===== src/hdl/adc_pf_defines.vh =====
// Register map, field positions, reset values and timing for the power-fail compare unit
`ifndef ADC_PF_DEFINES_VH
`define ADC_PF_DEFINES_VH
`define OFS_CTRL          8'h00
`define OFS_THRESHOLD     8'h04
`define OFS_THR_BITOP     8'h08
`define OFS_IRQ_STATUS    8'h0C
`define OFS_IRQ_CLEAR     8'h10
`define OFS_IRQ_ENABLE    8'h14
`define OFS_RESULT_BASE   8'h40
`define CTRL_RUN_BIT      0
`define CTRL_SCAN_BIT     1
`define CTRL_DIR_BIT      2
`define CTRL_SEL_LSB      8
`define CTRL_SEL_MSB      11
`define CTRL_BUSY_BIT     16
`define BITOP_IDX_MSB     2
`define BITOP_VAL_BIT     3
`define IRQ_END_BIT       0
`define IRQ_STORE_BIT     1
`define THRESHOLD_RST     8'h00
`define LAST_CHANNEL      4'hb
`define CONV_TIME_NS      2000
`define CLK_MHZ           50
`define CONV_CYCLES       ((`CONV_TIME_NS * `CLK_MHZ + 999) / 1000)
`define RESP_OKAY         2'b00
`define RESP_SLVERR       2'b10
`endif


===== src/hdl/result_store.v =====
// Conversion result memory with registered read data
`timescale 1ns/100ps
module result_store #(
  parameter WIDTH = 10,
  parameter DEPTH = 12,
  parameter AW    = 4
) (
  input  wire             ref_clk,
  input  wire             wr_en,
  input  wire [AW-1:0]    wr_addr,
  input  wire [WIDTH-1:0] wr_data,
  input  wire [AW-1:0]    rd_addr,
  output reg  [WIDTH-1:0] rd_data
);
  reg [WIDTH-1:0] mem_r [0:DEPTH-1];

  always @(posedge ref_clk) begin
    if (wr_en) begin
      mem_r[wr_addr] <= wr_data;
    end
    rd_data <= mem_r[rd_addr];
  end
endmodule // result_store


===== src/hdl/adc_power_fail_compare.v =====
// Power-fail compare unit with conversion sequencing and AXI4-Lite registers
//
// Local design decisions: register access over AXI4-Lite and the address map.
`timescale 1ns/100ps
`include "adc_pf_defines.vh"
module adc_power_fail_compare #(
  parameter CONV_CYCLES = `CONV_CYCLES
) (
  input  wire        ref_clk,
  input  wire        srst,
  input  wire [7:0]  s_axi_awaddr,
  input  wire        s_axi_awvalid,
  output wire        s_axi_awready,
  input  wire [31:0] s_axi_wdata,
  input  wire [3:0]  s_axi_wstrb,
  input  wire        s_axi_wvalid,
  output wire        s_axi_wready,
  output reg  [1:0]  s_axi_bresp,
  output reg         s_axi_bvalid,
  input  wire        s_axi_bready,
  input  wire [7:0]  s_axi_araddr,
  input  wire        s_axi_arvalid,
  output wire        s_axi_arready,
  output reg  [31:0] s_axi_rdata,
  output reg  [1:0]  s_axi_rresp,
  output reg         s_axi_rvalid,
  input  wire        s_axi_rready,
  input  wire [9:0]  conversion_result,
  output reg  [3:0]  conv_chan,
  output wire        conv_busy,
  output wire        conversion_end_irq
);
  localparam ST_IDLE = 1'b0;
  localparam ST_CONV = 1'b1;

  reg        state_r;
  reg [15:0] cnt_r;
  reg        run_r;
  reg        scan_r;
  reg        compare_direction_select;
  reg [3:0]  channel_select;
  reg [7:0]  power_fail_threshold;
  reg [7:0]  channel_zero_high_byte;
  reg [1:0]  irq_status_r;
  reg [1:0]  irq_enable_r;
  reg        aw_hold_r;
  reg        w_hold_r;
  reg [7:0]  awaddr_r;
  reg [31:0] wdata_r;
  reg [3:0]  wstrb_r;
  reg        rd_pend_r;
  reg [7:0]  araddr_r;
  wire [9:0] mem_rdata;

  // Match test on a result high byte against the threshold
  function pf_match;
    input [7:0] result_high_byte;
    input [7:0] thr;
    input       dir;
    begin
      pf_match = dir ? (result_high_byte < thr) : (result_high_byte >= thr);
    end
  endfunction

  assign s_axi_awready = !aw_hold_r && !s_axi_bvalid;
  assign s_axi_wready  = !w_hold_r && !s_axi_bvalid;
  assign s_axi_arready = !rd_pend_r && !s_axi_rvalid;
  assign conv_busy     = (state_r == ST_CONV);

  wire do_wr     = aw_hold_r && w_hold_r && !s_axi_bvalid;
  wire wr_ctrl   = do_wr && (awaddr_r == `OFS_CTRL);
  wire wr_thr    = do_wr && (awaddr_r == `OFS_THRESHOLD) && wstrb_r[0];
  wire wr_bitop  = do_wr && (awaddr_r == `OFS_THR_BITOP) && wstrb_r[0];
  wire wr_clr    = do_wr && (awaddr_r == `OFS_IRQ_CLEAR);
  wire wr_en_irq = do_wr && (awaddr_r == `OFS_IRQ_ENABLE);
  wire wr_known  = (awaddr_r == `OFS_CTRL) || (awaddr_r == `OFS_THRESHOLD) ||
                   (awaddr_r == `OFS_THR_BITOP) || (awaddr_r == `OFS_IRQ_CLEAR) ||
                   (awaddr_r == `OFS_IRQ_ENABLE) || (awaddr_r == `OFS_IRQ_STATUS);

  // Conversion completion and its consequences
  // restart on a write to the control, threshold or threshold-bit register
  wire cfg_write  = wr_ctrl || wr_thr || wr_bitop;
  wire conv_done  = (state_r == ST_CONV) && (cnt_r == CONV_CYCLES - 1) && !cfg_write;
  wire [7:0] result_high_byte = conversion_result[9:2];
  wire [7:0] ch0_hb = (conv_chan == 4'h0) ? result_high_byte : channel_zero_high_byte;
  wire       scan_last = (conv_chan >= channel_select);
  wire       sel_match = pf_match(result_high_byte, power_fail_threshold,
                                  compare_direction_select);
  wire       scan_match = pf_match(ch0_hb, power_fail_threshold, compare_direction_select);
  wire       store_evt = conv_done && (scan_r || sel_match);
  wire       end_evt   = conv_done && (scan_r ? (scan_last && scan_match) : sel_match);
  wire [3:0] first_chan = scan_r ? 4'h0 : channel_select;

  result_store #(.WIDTH(10), .DEPTH(12), .AW(4)) u_store (
    .ref_clk (ref_clk),
    .wr_en   (store_evt),
    .wr_addr (conv_chan),
    .wr_data (conversion_result),
    .rd_addr (s_axi_araddr[5:2]),
    .rd_data (mem_rdata)
  );

  assign conversion_end_irq = |(irq_status_r & irq_enable_r);

  // Control and threshold registers
  always @(posedge ref_clk) begin
    if (srst) begin
      run_r                    <= 1'b0;
      scan_r                   <= 1'b0;
      compare_direction_select <= 1'b0;
      channel_select           <= 4'h0;
      power_fail_threshold     <= `THRESHOLD_RST;
      irq_enable_r             <= 2'b00;
      irq_status_r             <= 2'b00;
    end else begin
      if (wr_ctrl) begin
        run_r                    <= wdata_r[`CTRL_RUN_BIT];
        scan_r                   <= wdata_r[`CTRL_SCAN_BIT];
        compare_direction_select <= wdata_r[`CTRL_DIR_BIT];
        // Out-of-range channels clamp to the last one rather than alias
        channel_select <= (wdata_r[`CTRL_SEL_MSB:`CTRL_SEL_LSB] > `LAST_CHANNEL) ?
                          `LAST_CHANNEL : wdata_r[`CTRL_SEL_MSB:`CTRL_SEL_LSB];
      end
      if (wr_thr) begin
        power_fail_threshold <= wdata_r[7:0];
      end else if (wr_bitop) begin
        power_fail_threshold[wdata_r[`BITOP_IDX_MSB:0]] <= wdata_r[`BITOP_VAL_BIT];
      end
      if (wr_en_irq) begin
        irq_enable_r <= wdata_r[1:0];
      end
      // Set wins over a clear in the same cycle
      irq_status_r <= (irq_status_r & ~(wr_clr ? wdata_r[1:0] : 2'b00)) |
                      {store_evt, end_evt};
    end
  end

  // Conversion sequencer
  always @(posedge ref_clk) begin
    if (srst) begin
      state_r                <= ST_IDLE;
      cnt_r                  <= 16'h0000;
      conv_chan              <= 4'h0;
      channel_zero_high_byte <= 8'h00;
    end else begin
      case (state_r)
        ST_IDLE: begin
          cnt_r <= 16'h0000;
          if (run_r && !cfg_write) begin
            state_r   <= ST_CONV;
            conv_chan <= first_chan;
          end
        end
        ST_CONV: begin
          if (!run_r) begin
            state_r <= ST_IDLE;
          end else if (cfg_write) begin
            // Abort and begin again from the first channel
            state_r <= ST_IDLE;
            cnt_r   <= 16'h0000;
          end else if (conv_done) begin
            cnt_r <= 16'h0000;
            if (conv_chan == 4'h0) begin
              channel_zero_high_byte <= result_high_byte;
            end
            if (scan_r && !scan_last) begin
              conv_chan <= conv_chan + 4'h1;
            end else begin
              conv_chan <= first_chan;
            end
          end else begin
            cnt_r <= cnt_r + 16'h0001;
          end
        end
        default: state_r <= ST_IDLE;
      endcase
    end
  end

  // AXI4-Lite write channels
  always @(posedge ref_clk) begin
    if (srst) begin
      aw_hold_r    <= 1'b0;
      w_hold_r     <= 1'b0;
      awaddr_r     <= 8'h00;
      wdata_r      <= 32'h0000_0000;
      wstrb_r      <= 4'h0;
      s_axi_bvalid <= 1'b0;
      s_axi_bresp  <= `RESP_OKAY;
    end else begin
      if (s_axi_awvalid && s_axi_awready) begin
        aw_hold_r <= 1'b1;
        awaddr_r  <= {s_axi_awaddr[7:2], 2'b00};
      end
      if (s_axi_wvalid && s_axi_wready) begin
        w_hold_r <= 1'b1;
        wdata_r  <= s_axi_wdata;
        wstrb_r  <= s_axi_wstrb;
      end
      if (do_wr) begin
        aw_hold_r    <= 1'b0;
        w_hold_r     <= 1'b0;
        s_axi_bvalid <= 1'b1;
        s_axi_bresp  <= wr_known ? `RESP_OKAY : `RESP_SLVERR;
      end else if (s_axi_bvalid && s_axi_bready) begin
        s_axi_bvalid <= 1'b0;
      end
    end
  end

  // AXI4-Lite read channels; one extra cycle lets the result memory answer
  always @(posedge ref_clk) begin
    if (srst) begin
      rd_pend_r    <= 1'b0;
      araddr_r     <= 8'h00;
      s_axi_rvalid <= 1'b0;
      s_axi_rdata  <= 32'h0000_0000;
      s_axi_rresp  <= `RESP_OKAY;
    end else begin
      if (s_axi_arvalid && s_axi_arready) begin
        rd_pend_r <= 1'b1;
        araddr_r  <= {s_axi_araddr[7:2], 2'b00};
      end
      if (rd_pend_r) begin
        rd_pend_r    <= 1'b0;
        s_axi_rvalid <= 1'b1;
        s_axi_rresp  <= `RESP_OKAY;
        s_axi_rdata  <= 32'h0000_0000;
        if (araddr_r >= `OFS_RESULT_BASE) begin
          if (araddr_r[5:2] <= `LAST_CHANNEL && araddr_r[7:6] == 2'b01) begin
            s_axi_rdata <= {22'h00_0000, mem_rdata};
          end else begin
            s_axi_rresp <= `RESP_SLVERR;
          end
        end else begin
          case (araddr_r)
            `OFS_CTRL: s_axi_rdata <= {15'h0000, conv_busy, 4'h0, channel_select,
                                       5'h00, compare_direction_select, scan_r, run_r};
            `OFS_THRESHOLD:  s_axi_rdata <= {24'h00_0000, power_fail_threshold};
            `OFS_IRQ_STATUS: s_axi_rdata <= {30'h0000_0000, irq_status_r};
            `OFS_IRQ_ENABLE: s_axi_rdata <= {30'h0000_0000, irq_enable_r};
            `OFS_THR_BITOP:  s_axi_rdata <= 32'h0000_0000;
            `OFS_IRQ_CLEAR:  s_axi_rdata <= 32'h0000_0000;
            default:         s_axi_rresp <= `RESP_SLVERR;
          endcase
        end
      end else if (s_axi_rvalid && s_axi_rready) begin
        s_axi_rvalid <= 1'b0;
      end
    end
  end
endmodule // adc_power_fail_compare


===== config.mk =====
export PLATFORM = sky130hd
export DESIGN_NAME = adc_power_fail_compare
export DESIGN_NICKNAME = d
export VERILOG_FILES = /design/src/hdl/result_store.v /design/src/hdl/adc_power_fail_compare.v
export VERILOG_INCLUDE_DIRS = /design/src /design/src/hdl
export SDC_FILE = /design/constraint.sdc
export NUM_CORES = 1
export LEC_CHECK = 0
export ABC_CLOCK_PERIOD_IN_PS = 3500
export BUFFER_PORTS_ARGS = -buffer_cell sky130_fd_sc_hd__buf_2
export CORE_MARGIN = 2
export CORE_UTILIZATION = 25
export CTS_BUF_LIST = sky130_fd_sc_hd__clkbuf_4 sky130_fd_sc_hd__clkbuf_8
export DETAILED_ROUTE_END_ITERATION = 12
export GPL_TIMING_DRIVEN = 0
export MAX_ROUTING_LAYER = met4
export PLACE_DENSITY_LB_ADDON = 0.12
export SLEW_MARGIN = 20
export SYNTH_ARGS = -nofsm -noshare
export SYNTH_HDL_FRONTEND = slang
export SYNTH_SLANG_ARGS = --single-unit

===== constraint.sdc =====
create_clock -name ref_clk -period 3.5 [get_ports ref_clk]
set_input_delay 0.35 -clock ref_clk [delete_from_list [all_inputs] [get_ports ref_clk]]
set_output_delay 0.35 -clock ref_clk [all_outputs]
set_load 0.02 [all_outputs]

==> results of run 1 <==
-- worst paths after layout --
path	from	end	slack (ns)	cells past startpoint
worst max-delay path	power_fail_threshold[1]	u_store.mem_r[7][1]	0.32	9
worst min register to register	wdata_r[7]	wdata_r[7]	0.46	2
worst max register to register	power_fail_threshold[1]	u_store.mem_r[7][1]	0.32	9
worst min-delay path	s_axi_araddr[7]	araddr_r[7]	0.05	3
-- metal layers --
metal  track usage, %  wire, um  vias to the layer above
li1                 -         -                     3366
met1             18.4     13100                     3319
met2             22.7     13000                      130
met3             3.05      1280                       38
met4             4.31       467                        0
met5                -         0                        -
-- cells by family (layout without fill, tap and decap cells) --
group	after synthesis	after routing	synth area share, %
simple gates	256	256	12.7
fa+ha+maj	25	25	3.19
xor+xnor	12	12	1.07
other cells	1	21	0.0382
compound gates	157	157	10.5
flops	223	223	57.8
mux	60	60	9.95
buf+inv	98	271	4.72
-- area by class of cell --
type | instances | area [um2] | share of cell area [%]
Multi-Input combinational cell | 531 | 3790 | 31.5
Clock inverter | 19 | 149 | 1.24
Tap cell | 518 | 648 | 5.38
Buffer | 62 | 329 | 2.73
Inverter | 36 | 135 | 1.12
Sequential cell | 223 | 5670 | 47.0
Timing Repair Buffer | 97 | 601 | 4.99
Clock buffer | 57 | 722 | 5.99
-- state kept, by name, indices dropped and copies added, names as in the netlist, 2 cells and up --
register                cells
araddr_r                    6
irq_status_r                2
conv_chan                   4
awaddr_r                    6
u_store.rd_data            10
cnt_r                      16
channel_zero_high_byte      8
u_store.mem_r             120
irq_enable_r                2
wdata_r                    12
s_axi_rdata                13
channel_select              4
power_fail_threshold        8
-- worst max-delay path: stages (launching register included) --
cell and delay [ns]:
dfxtp_1 0.40, inv_1 0.09, ha_1 0.29, nor2b_1 0.13
o211ai_1 0.19, a21oi_1 0.09, o21ai_0 0.23, o2111ai_1 0.46
nor4_2 0.63, buf_2 0.31
-- stage by stage --
stage,area [um2],power (mW)
after floorplan,9880,3.17
after global placement,10900,3.34
after detailed placement,10900,3.34
after CTS,12000,6.04
after global routing,12000,6.21
final,12000,5.94
-- Yosys cell counts (5+ instances only) --
master | number | area, um2
mux2i_1 | 30 | 300
o32ai_1 | 5 | 43.8
nand2b_1 | 9 | 56.3
nand3_1 | 13 | 65.1
buf_4 | 21 | 158
inv_1 | 36 | 135
a211oi_1 | 18 | 135
dfxtp_1 | 103 | 2060
buf_2 | 6 | 30.0
nor2_1 | 88 | 330
clkbuf_1 | 29 | 109
and3_1 | 8 | 50.1
and2_1 | 6 | 37.5
xnor2_1 | 5 | 43.8
xor2_1 | 7 | 61.3
ha_1 | 25 | 313
a21oi_1 | 54 | 270
edfxtp_1 | 120 | 3600
nand2_1 | 74 | 278
a22oi_1 | 12 | 90.1
mux4_2 | 30 | 676
nor4_1 | 8 | 50.1
a211oi_2 | 7 | 87.6
nor3_1 | 7 | 35.0
o21ai_0 | 33 | 165
nand4_1 | 13 | 81.3
-- repair_timing --
action | in CTS | in global routing
endpoints found under the setup margin | 0 | 1
buffers inserted | 0 | 0
hold buffers | 22 | 0
gates resized for setup | 0 | 4
endpoints found under the hold margin | 22 | 0
-- where the power goes --
group / switching [mW] / internal, mW
clock: 1.15 / 1.49
sequential: 0.0397 / 2.80
combinational: 0.280 / 0.175
==> qor.yml, run 1 <==
status: "finished, final reports clean"
grt_antenna_before_repair: 0
numClockSinks: 223
tightest_slew_ns: 0.966
dp_cells: 1445
drt_iter0_drc: 369
ios: 116
min_path_type: "primary input to flip-flop"
fmax_mhz: 315
slew_viol_final: 0
dieArea_um2: 40800
synth.avg_cell_area_um2: 11.8
syn-cell-area_um2: 9810
crit_path_end_kind: "flip-flop"
period_share_pct: 90.8
ir_worst_vdd_mv: 0.232
fin_skew_ns: 0.0408
place_ws_ns: 0.0874
initial_utilization_pct: 25.4
synth_top_flop_cell: "edfxtp_1"
cts_tree: "built"
drv_cap: 0
postSynth.asyncResetShare_pct: 0
fillers: 3969
final_cell_mix: "edfxtp_1 (120), dfxtp_1 (103), nor2_1 (88), buf_2 (79), nand2_1 (74)"
synth_seq_cells: 223
power_density_nw_per_um2: 493
area_growth_pct: 22.8
ctsLongestPathBuffers: 3
final_util_pct: 31.2
netlist_instances: 832
synth_warnings: 0
place.gp.congestion: 0.806
drtPass1Iterations: 5
htreeDepth: 2
drt-wirelength-per-cell_um: 18.1
root_buffer: "clkbuf_8"
remaining_drc_errors: 0
grt_pass1_wl_mm: 42.8
vias_per_cell: 4.44
tns_ns: 0
grt-ovfl-total: 0
hold_viol: 0
relSlewSlack_pct: 35.6
port-buffer-count: 67
worstPathArrival_ns: 3.45
cts_buffers: 42
drt_wl_total_mm: 27.9
diodes: 0
synth_cell_type_count: 60
grt_pass1_vias: 7026
critical_path_class: "flip-flop to flip-flop"
synth_edf_count: 120
hpwl_mm: 19.9
die_w_um: 202
num-nets-final: 1087
insertion_delay_ns: 0.61
worstPathMaxFanout: 6
num_vias: 6853
final_antenna_net_count: 0
ys_seq_area_share_pct: 57.8
rsz0062_at_grt: "no"
fp.dieH_um: 202
core.rowCount: 72
grt_max_degree: 15
drive_gt1_share_pct: 22.4
cp.required_ns: 3.77
finalSetupViolations: 0
fin_cells: 1543
p_leak_nw: 4.32
period_needed_ns: 3.18
layout_commonest_cell: "edfxtp_1"
grt.total_usage_pct: 14.3
clkTransAtPathRegs_ns: 0.06
fin_ws_ns: 0.322
hold_ws_ns: 0.0511
setup.worst_path.start_class: "flip-flop"
coreArea_um2: 38600
Power figures use the tool's default switching activity.
==> run 2, diff against run 1 <==
--- a/config.mk
+++ b/config.mk
@@ -8,12 +8,13 @@
 export LEC_CHECK = 0
 export ABC_CLOCK_PERIOD_IN_PS = 3500
 export BUFFER_PORTS_ARGS = -buffer_cell sky130_fd_sc_hd__buf_2
+export CAP_MARGIN = 15
 export CORE_MARGIN = 2
 export CORE_UTILIZATION = 25
 export CTS_BUF_LIST = sky130_fd_sc_hd__clkbuf_4 sky130_fd_sc_hd__clkbuf_8
 export DETAILED_ROUTE_END_ITERATION = 12
 export GPL_TIMING_DRIVEN = 0
-export MAX_ROUTING_LAYER = met4
+export HOLD_SLACK_MARGIN = 0.1
 export PLACE_DENSITY_LB_ADDON = 0.12
 export SLEW_MARGIN = 20
 export SYNTH_ARGS = -nofsm -noshare
==> qor.yml, run 2 (synthesis gave the netlist of run 1 again) <==
status: "finished, final reports clean"
cts_buffers: 42
finalSetupViolations: 0
period_share_pct: 91.1
setup.worst_path.start_class: "flip-flop"
drive_gt1_share_pct: 22.3
regMostFlops: "u_store.mem_r"
drtPass1Iterations: 4
diodes: 0
numClockSinks: 223
min_path_type: "primary input to flip-flop"
final_antenna_net_count: 0
fin_cells: 1551
num-nets-final: 1095
worstPathArrival_ns: 3.46
path_depth: 9
tns_ns: 0
port-buffer-count: 67
grt_pass1_wl_mm: 42.8
slowest_stage: "nor4_2"
core.rowCount: 72
critPathTopFamily: "compound AO/OA/AOI/OAI gates"
cp.required_ns: 3.77
root_buffer: "clkbuf_8"
rr_startpoint: "power_fail_threshold[1]"
top_regs: "u_store.mem_r: 120 flops, cnt_r: 16 flops, s_axi_rdata: 13 flops"
grt-ovfl-total: 0
place.gp.congestion: 0.793
period_needed_ns: 3.19
power_density_nw_per_um2: 490
ios: 116
htreeDepth: 2
drt-wirelength-per-cell_um: 18.0
vias_per_cell: 4.43
rsz0062_at_grt: "no"
post_cts_buffers: 0
largest_reg_flops: 120
grt_pass1_vias: 7060
fp.dieH_um: 202
critPathCapture: "u_store.mem_r[7][1]"
dp_cells: 1445
initial_utilization_pct: 25.4
ctsLongestPathBuffers: 3
drt_iter0_drc: 382
grt.total_usage_pct: 13.9
hold_viol: 0
hpwl_mm: 19.9
area_growth_pct: 23.6
fmax_mhz: 314
rr_endpoint: "u_store.mem_r[7][1]"
r2r_slack_ns: 0.31
ir_worst_vdd_mv: 0.232
insertion_delay_ns: 0.60
worstPathMaxFanout: 6
dieArea_um2: 40800
grt_antenna_before_repair: 0
num_vias: 6877
die_w_um: 202
fin_skew_ns: 0.0410
relSlewSlack_pct: 35.8
tightest_slew_ns: 0.962
slew_viol_final: 0
remaining_drc_errors: 0
p_leak_nw: 4.36
layout_commonest_cell: "edfxtp_1"
crit_chain: "inv_1, ha_1, nor2b_1, o211ai_1, a21oi_1, o21ai_0, o2111ai_1, nor4_2, buf_2"
cts_tree: "built"
final_cell_mix: "edfxtp_1 (120), dfxtp_1 (103), nor2_1 (88), buf_2 (79), nand2_1 (74)"
critical_path_class: "flip-flop to flip-flop"
crit_path_end_kind: "flip-flop"
drt_wl_total_mm: 27.9
clkTransAtPathRegs_ns: 0.06
critPathBufInv: 2
crit_start: "power_fail_threshold[1]"
rr_worst_depth: 9
grt_max_degree: 15
coreArea_um2: 38600
max_stage_delay_ns: 0.64
drv_cap: 0
==> run 2: changes by cell type in the layout (fill, tap and decap cells not counted) <==
cell	before	now
dlygate4sd3_1	22	30
==> run 2: how the worst min path moves through the flow <==
stage | end | cells after the start | start | slack, ns
detailed placement | wdata_r[7] | 2 | wdata_r[7] | 0.46
finish | u_store.mem_r[11][2] | 1 | conversion_result[2] | 0.18
global placement | channel_zero_high_byte[3] | 2 | channel_zero_high_byte[3] | 0.45
global route | u_store.mem_r[11][2] | 1 | conversion_result[2] | 0.16
CTS | u_store.mem_r[2][8] | 1 | conversion_result[8] | 0.14
floorplan | wdata_r[8] | 2 | wdata_r[8] | 0.44
==> run 2: what timing repair did <==
| item | 4_1_cts | 5_1_grt |
|---|---|---|
| hold buffers | 30 | 0 |
| gates resized for setup | 0 | 4 |
| endpoints found under the setup margin | 0 | 1 |
| hold endpoints to repair | 38 | 0 |
==> run 2: final cells by class <==
type | count | area, um2
Fill cell | 3962 | 26500
Sequential cell | 223 | 5670
Multi-Input combinational cell | 531 | 3790
Clock buffer | 57 | 722
Timing Repair Buffer | 105 | 681
Tap cell | 518 | 648
Buffer | 62 | 329
Clock inverter | 19 | 149
Inverter | 36 | 135
==> run 2: through the flow <==
stage | util (%) | instance area (um2) | hold WS (ns) | setup WS [ns] | power [mW]
3_5_place_dp | 28.3 | 10900 | 0.457 | 0.0874 | 3.34
6_report | 31.4 | 12100 | 0.183 | 0.311 | 5.94
2_1_floorplan | - | 9880 | 0.436 | 0.573 | 3.17
4_1_cts | 31.3 | 12100 | 0.145 | 0.0580 | 6.05
5_1_grt | 31.4 | 12100 | 0.159 | 0.0481 | 6.21
3_3_place_gp | 28.1 | 10900 | 0.453 | -1.32 | 3.34
==> run 2: worst reg2reg max path, delay by kind of cell, from the launching register on <==
kind,cells,cell delay [ns]
buf+inv,2,0.40
compound gates,4,0.99
flops,1,0.40
fa+ha+maj,1,0.29
simple gates,2,0.77
==> run 2: metal layers <==
layer / vias up / part of all wire (%) / track usage (%)
li1: 3379 / - / -
met4: 0 / 1.7 / 4.31
met1: 3336 / 46 / 18.4
met3: 35 / 5.0 / 3.03
met2: 127 / 47 / 22.8
met5: - / 0 / 0
==> run 2: where the power goes <==
| group | internal, mW | switching [mW] | total [mW] | leakage [nW] |
|---|---|---|---|---|
| sequential | 2.80 | 0.0395 | 2.84 | 1.92 |
| clock | 1.49 | 1.14 | 2.64 | 0.461 |
| combinational | 0.182 | 0.282 | 0.464 | 1.98 |
| total | 4.48 | 1.46 | 5.94 | 4.36 |
==> run 3, diff against run 2 <==
--- a/config.mk
+++ b/config.mk
@@ -15,7 +15,6 @@
 export DETAILED_ROUTE_END_ITERATION = 12
 export GPL_TIMING_DRIVEN = 0
 export HOLD_SLACK_MARGIN = 0.1
-export PLACE_DENSITY_LB_ADDON = 0.12
 export SLEW_MARGIN = 20
 export SYNTH_ARGS = -nofsm -noshare
 export SYNTH_HDL_FRONTEND = slang
==> qor.yml, run 3 (synthesis gave the netlist of run 1 again) <==
status: "finished, final reports clean"
ff_latch_area_um2: 5670
worstPathArrival_ns: 3.45
tightest_slew_ns: 0.989
hold_ws_ns: 0.115
p_leak_nw: 4.22
power_density_nw_per_um2: 460
fp.dieH_um: 202
fin_skew_ns: 0.0170
final_util_pct: 30.6
cts_tree: "built"
fin_cells: 1525
grt.total_usage_pct: 11.8
combPwrFrac_pct: 8.1
largest_reg_flops: 120
regMostFlops: "u_store.mem_r"
place_ws_ns: 0.164
hold_viol: 0
fmax_mhz: 323
coreArea_um2: 38600
final_antenna_net_count: 0
drt_iter0_drc: 451
crit_path_end_kind: "flip-flop"
multi_input_area_um2: 3780
grt_max_degree: 15
fin_ws_ns: 0.403
layout_commonest_cell: "edfxtp_1"
setup.worst_path.start_class: "flip-flop"
p_int_mw: 4.18
ctsLongestPathBuffers: 3
drtPass1Iterations: 4
ios: 116
critical_path_class: "flip-flop to flip-flop"
switching_share_pct: 23.2
cp.required_ns: 3.86
period_share_pct: 88.5
remaining_drc_errors: 0
slew_viol_final: 0
insertion_delay_ns: 0.52
drv_cap: 0
rsz0062_at_grt: "no"
drive_gt1_share_pct: 21.4
hpwl_mm: 17.8
drt_wl_total_mm: 24.5
drt-wirelength-per-cell_um: 16.1
dp_cells: 1445
ir_worst_vdd_mv: 0.164
place.gp.congestion: 0.832
p_sw_mw: 1.26
worstPathMaxFanout: 10
dieArea_um2: 40800
port-buffer-count: 67
clkPwrFrac_pct: 39.8
grt_pass1_vias: 6789
pwr-share-seq_pct: 52.0
cts_buffers: 34
grt_antenna_before_repair: 2
final_cell_mix: "edfxtp_1 (120), dfxtp_1 (103), nor2_1 (88), buf_2 (79), nand2_1 (74)"
grt-ovfl-total: 0
num-nets-final: 1077
htreeDepth: 2
min_path_type: "primary input to flip-flop"
diodes: 0
area_growth_pct: 20.6
period_needed_ns: 3.10
fillers: 3959
top_regs: "u_store.mem_r: 120 flops, cnt_r: 16 flops, s_axi_rdata: 13 flops"
initial_utilization_pct: 25.4
numClockSinks: 223
root_buffer: "clkbuf_8"
relSlewSlack_pct: 34.1
clkTransAtPathRegs_ns: 0.06
vias_per_cell: 4.50
num_vias: 6856
core.rowCount: 72
grt_pass1_wl_mm: 37.8
die_w_um: 202
finalSetupViolations: 0
-- run 3: cell count changes in the layout (fill, tap and decap cells not counted), sizes merged --
cell and delta:
bufinv -1, dlygate4sd3 -10, clkinvlp -1, clkbuf -6, inv -1, clkinv -7
-- run 3: area by class of cell --
cell class              count  area share (%)
multi-input cells         531            32.0
repair buffers             95            4.91
plain buffers              62            2.77
inverters                  36            1.14
clock buffers              51            5.25
clock inverters             9           0.561
flip-flops and latches    223            47.9
well taps                 518            5.48
-- run 3: path summary, 6_finish.rpt --
kind | depth (start not counted) | from | slack, ns | end
setup reg to reg | 13 | conv_chan[0] | 0.40 | irq_status_r[0]
hold / removal | 3 | s_axi_bready | 0.11 | s_axi_bvalid
hold reg to reg | 2 | wdata_r[7] | 0.46 | wdata_r[7]
setup / recovery | 13 | conv_chan[0] | 0.40 | irq_status_r[0]
-- run 3: per-layer routing --
layer / share of wire, % / vias up / global-route usage (%)
met4: 2.1 / 4 / 3.89
met5: 0.11 / - / 0
met3: 4.5 / 41 / 2.19
met1: 45 / 3329 / 15.0
met2: 48 / 143 / 20.3
li1: - / 3339 / -
-- run 3: worst max-delay path: stages (launching register included) --
cell,delay [ns]
dfxtp_1,0.39
inv_1,0.14
ha_1,0.18
inv_1,0.07
nor3_2,0.40
clkbuf_1,0.38
o21ai_0,0.19
ha_1,0.31
o21ai_0,0.14
a21oi_1,0.06
o21ai_0,0.17
a21oi_1,0.09
nor4b_1,0.30
o31ai_1,0.11
-- run 3: per-stage QoR --
stage | cell area, um2 | total power, mW | TNS (ns)
5_1_grt | 11800 | 5.66 | 0
6_report | 11800 | 5.44 | 0
4_1_cts | 11800 | 5.50 | 0
3_3_place_gp | 10900 | 3.31 | -34.21
3_5_place_dp | 10900 | 3.32 | 0
2_1_floorplan | 9880 | 3.17 | 0
-- run 3: what timing repair did --
| action | in CTS | in global routing |
|---|---|---|
| setup buffers | 0 | 0 |
| hold endpoints to repair | 19 | 1 |
| resized for setup | 0 | 1 |
| hold buffers | 19 | 1 |
| setup endpoints to repair | 0 | 1 |
-- run 3: power groups by stage --
stage                     sequential [mW]  combinational [mW]  clock [mW]
after floorplan                      2.89               0.273           0
after global placement               2.89               0.425           0
after detailed placement             2.89               0.429           0
after CTS                            2.83               0.448        2.22
after global routing                 2.84               0.490        2.34
final                                2.83               0.444        2.17
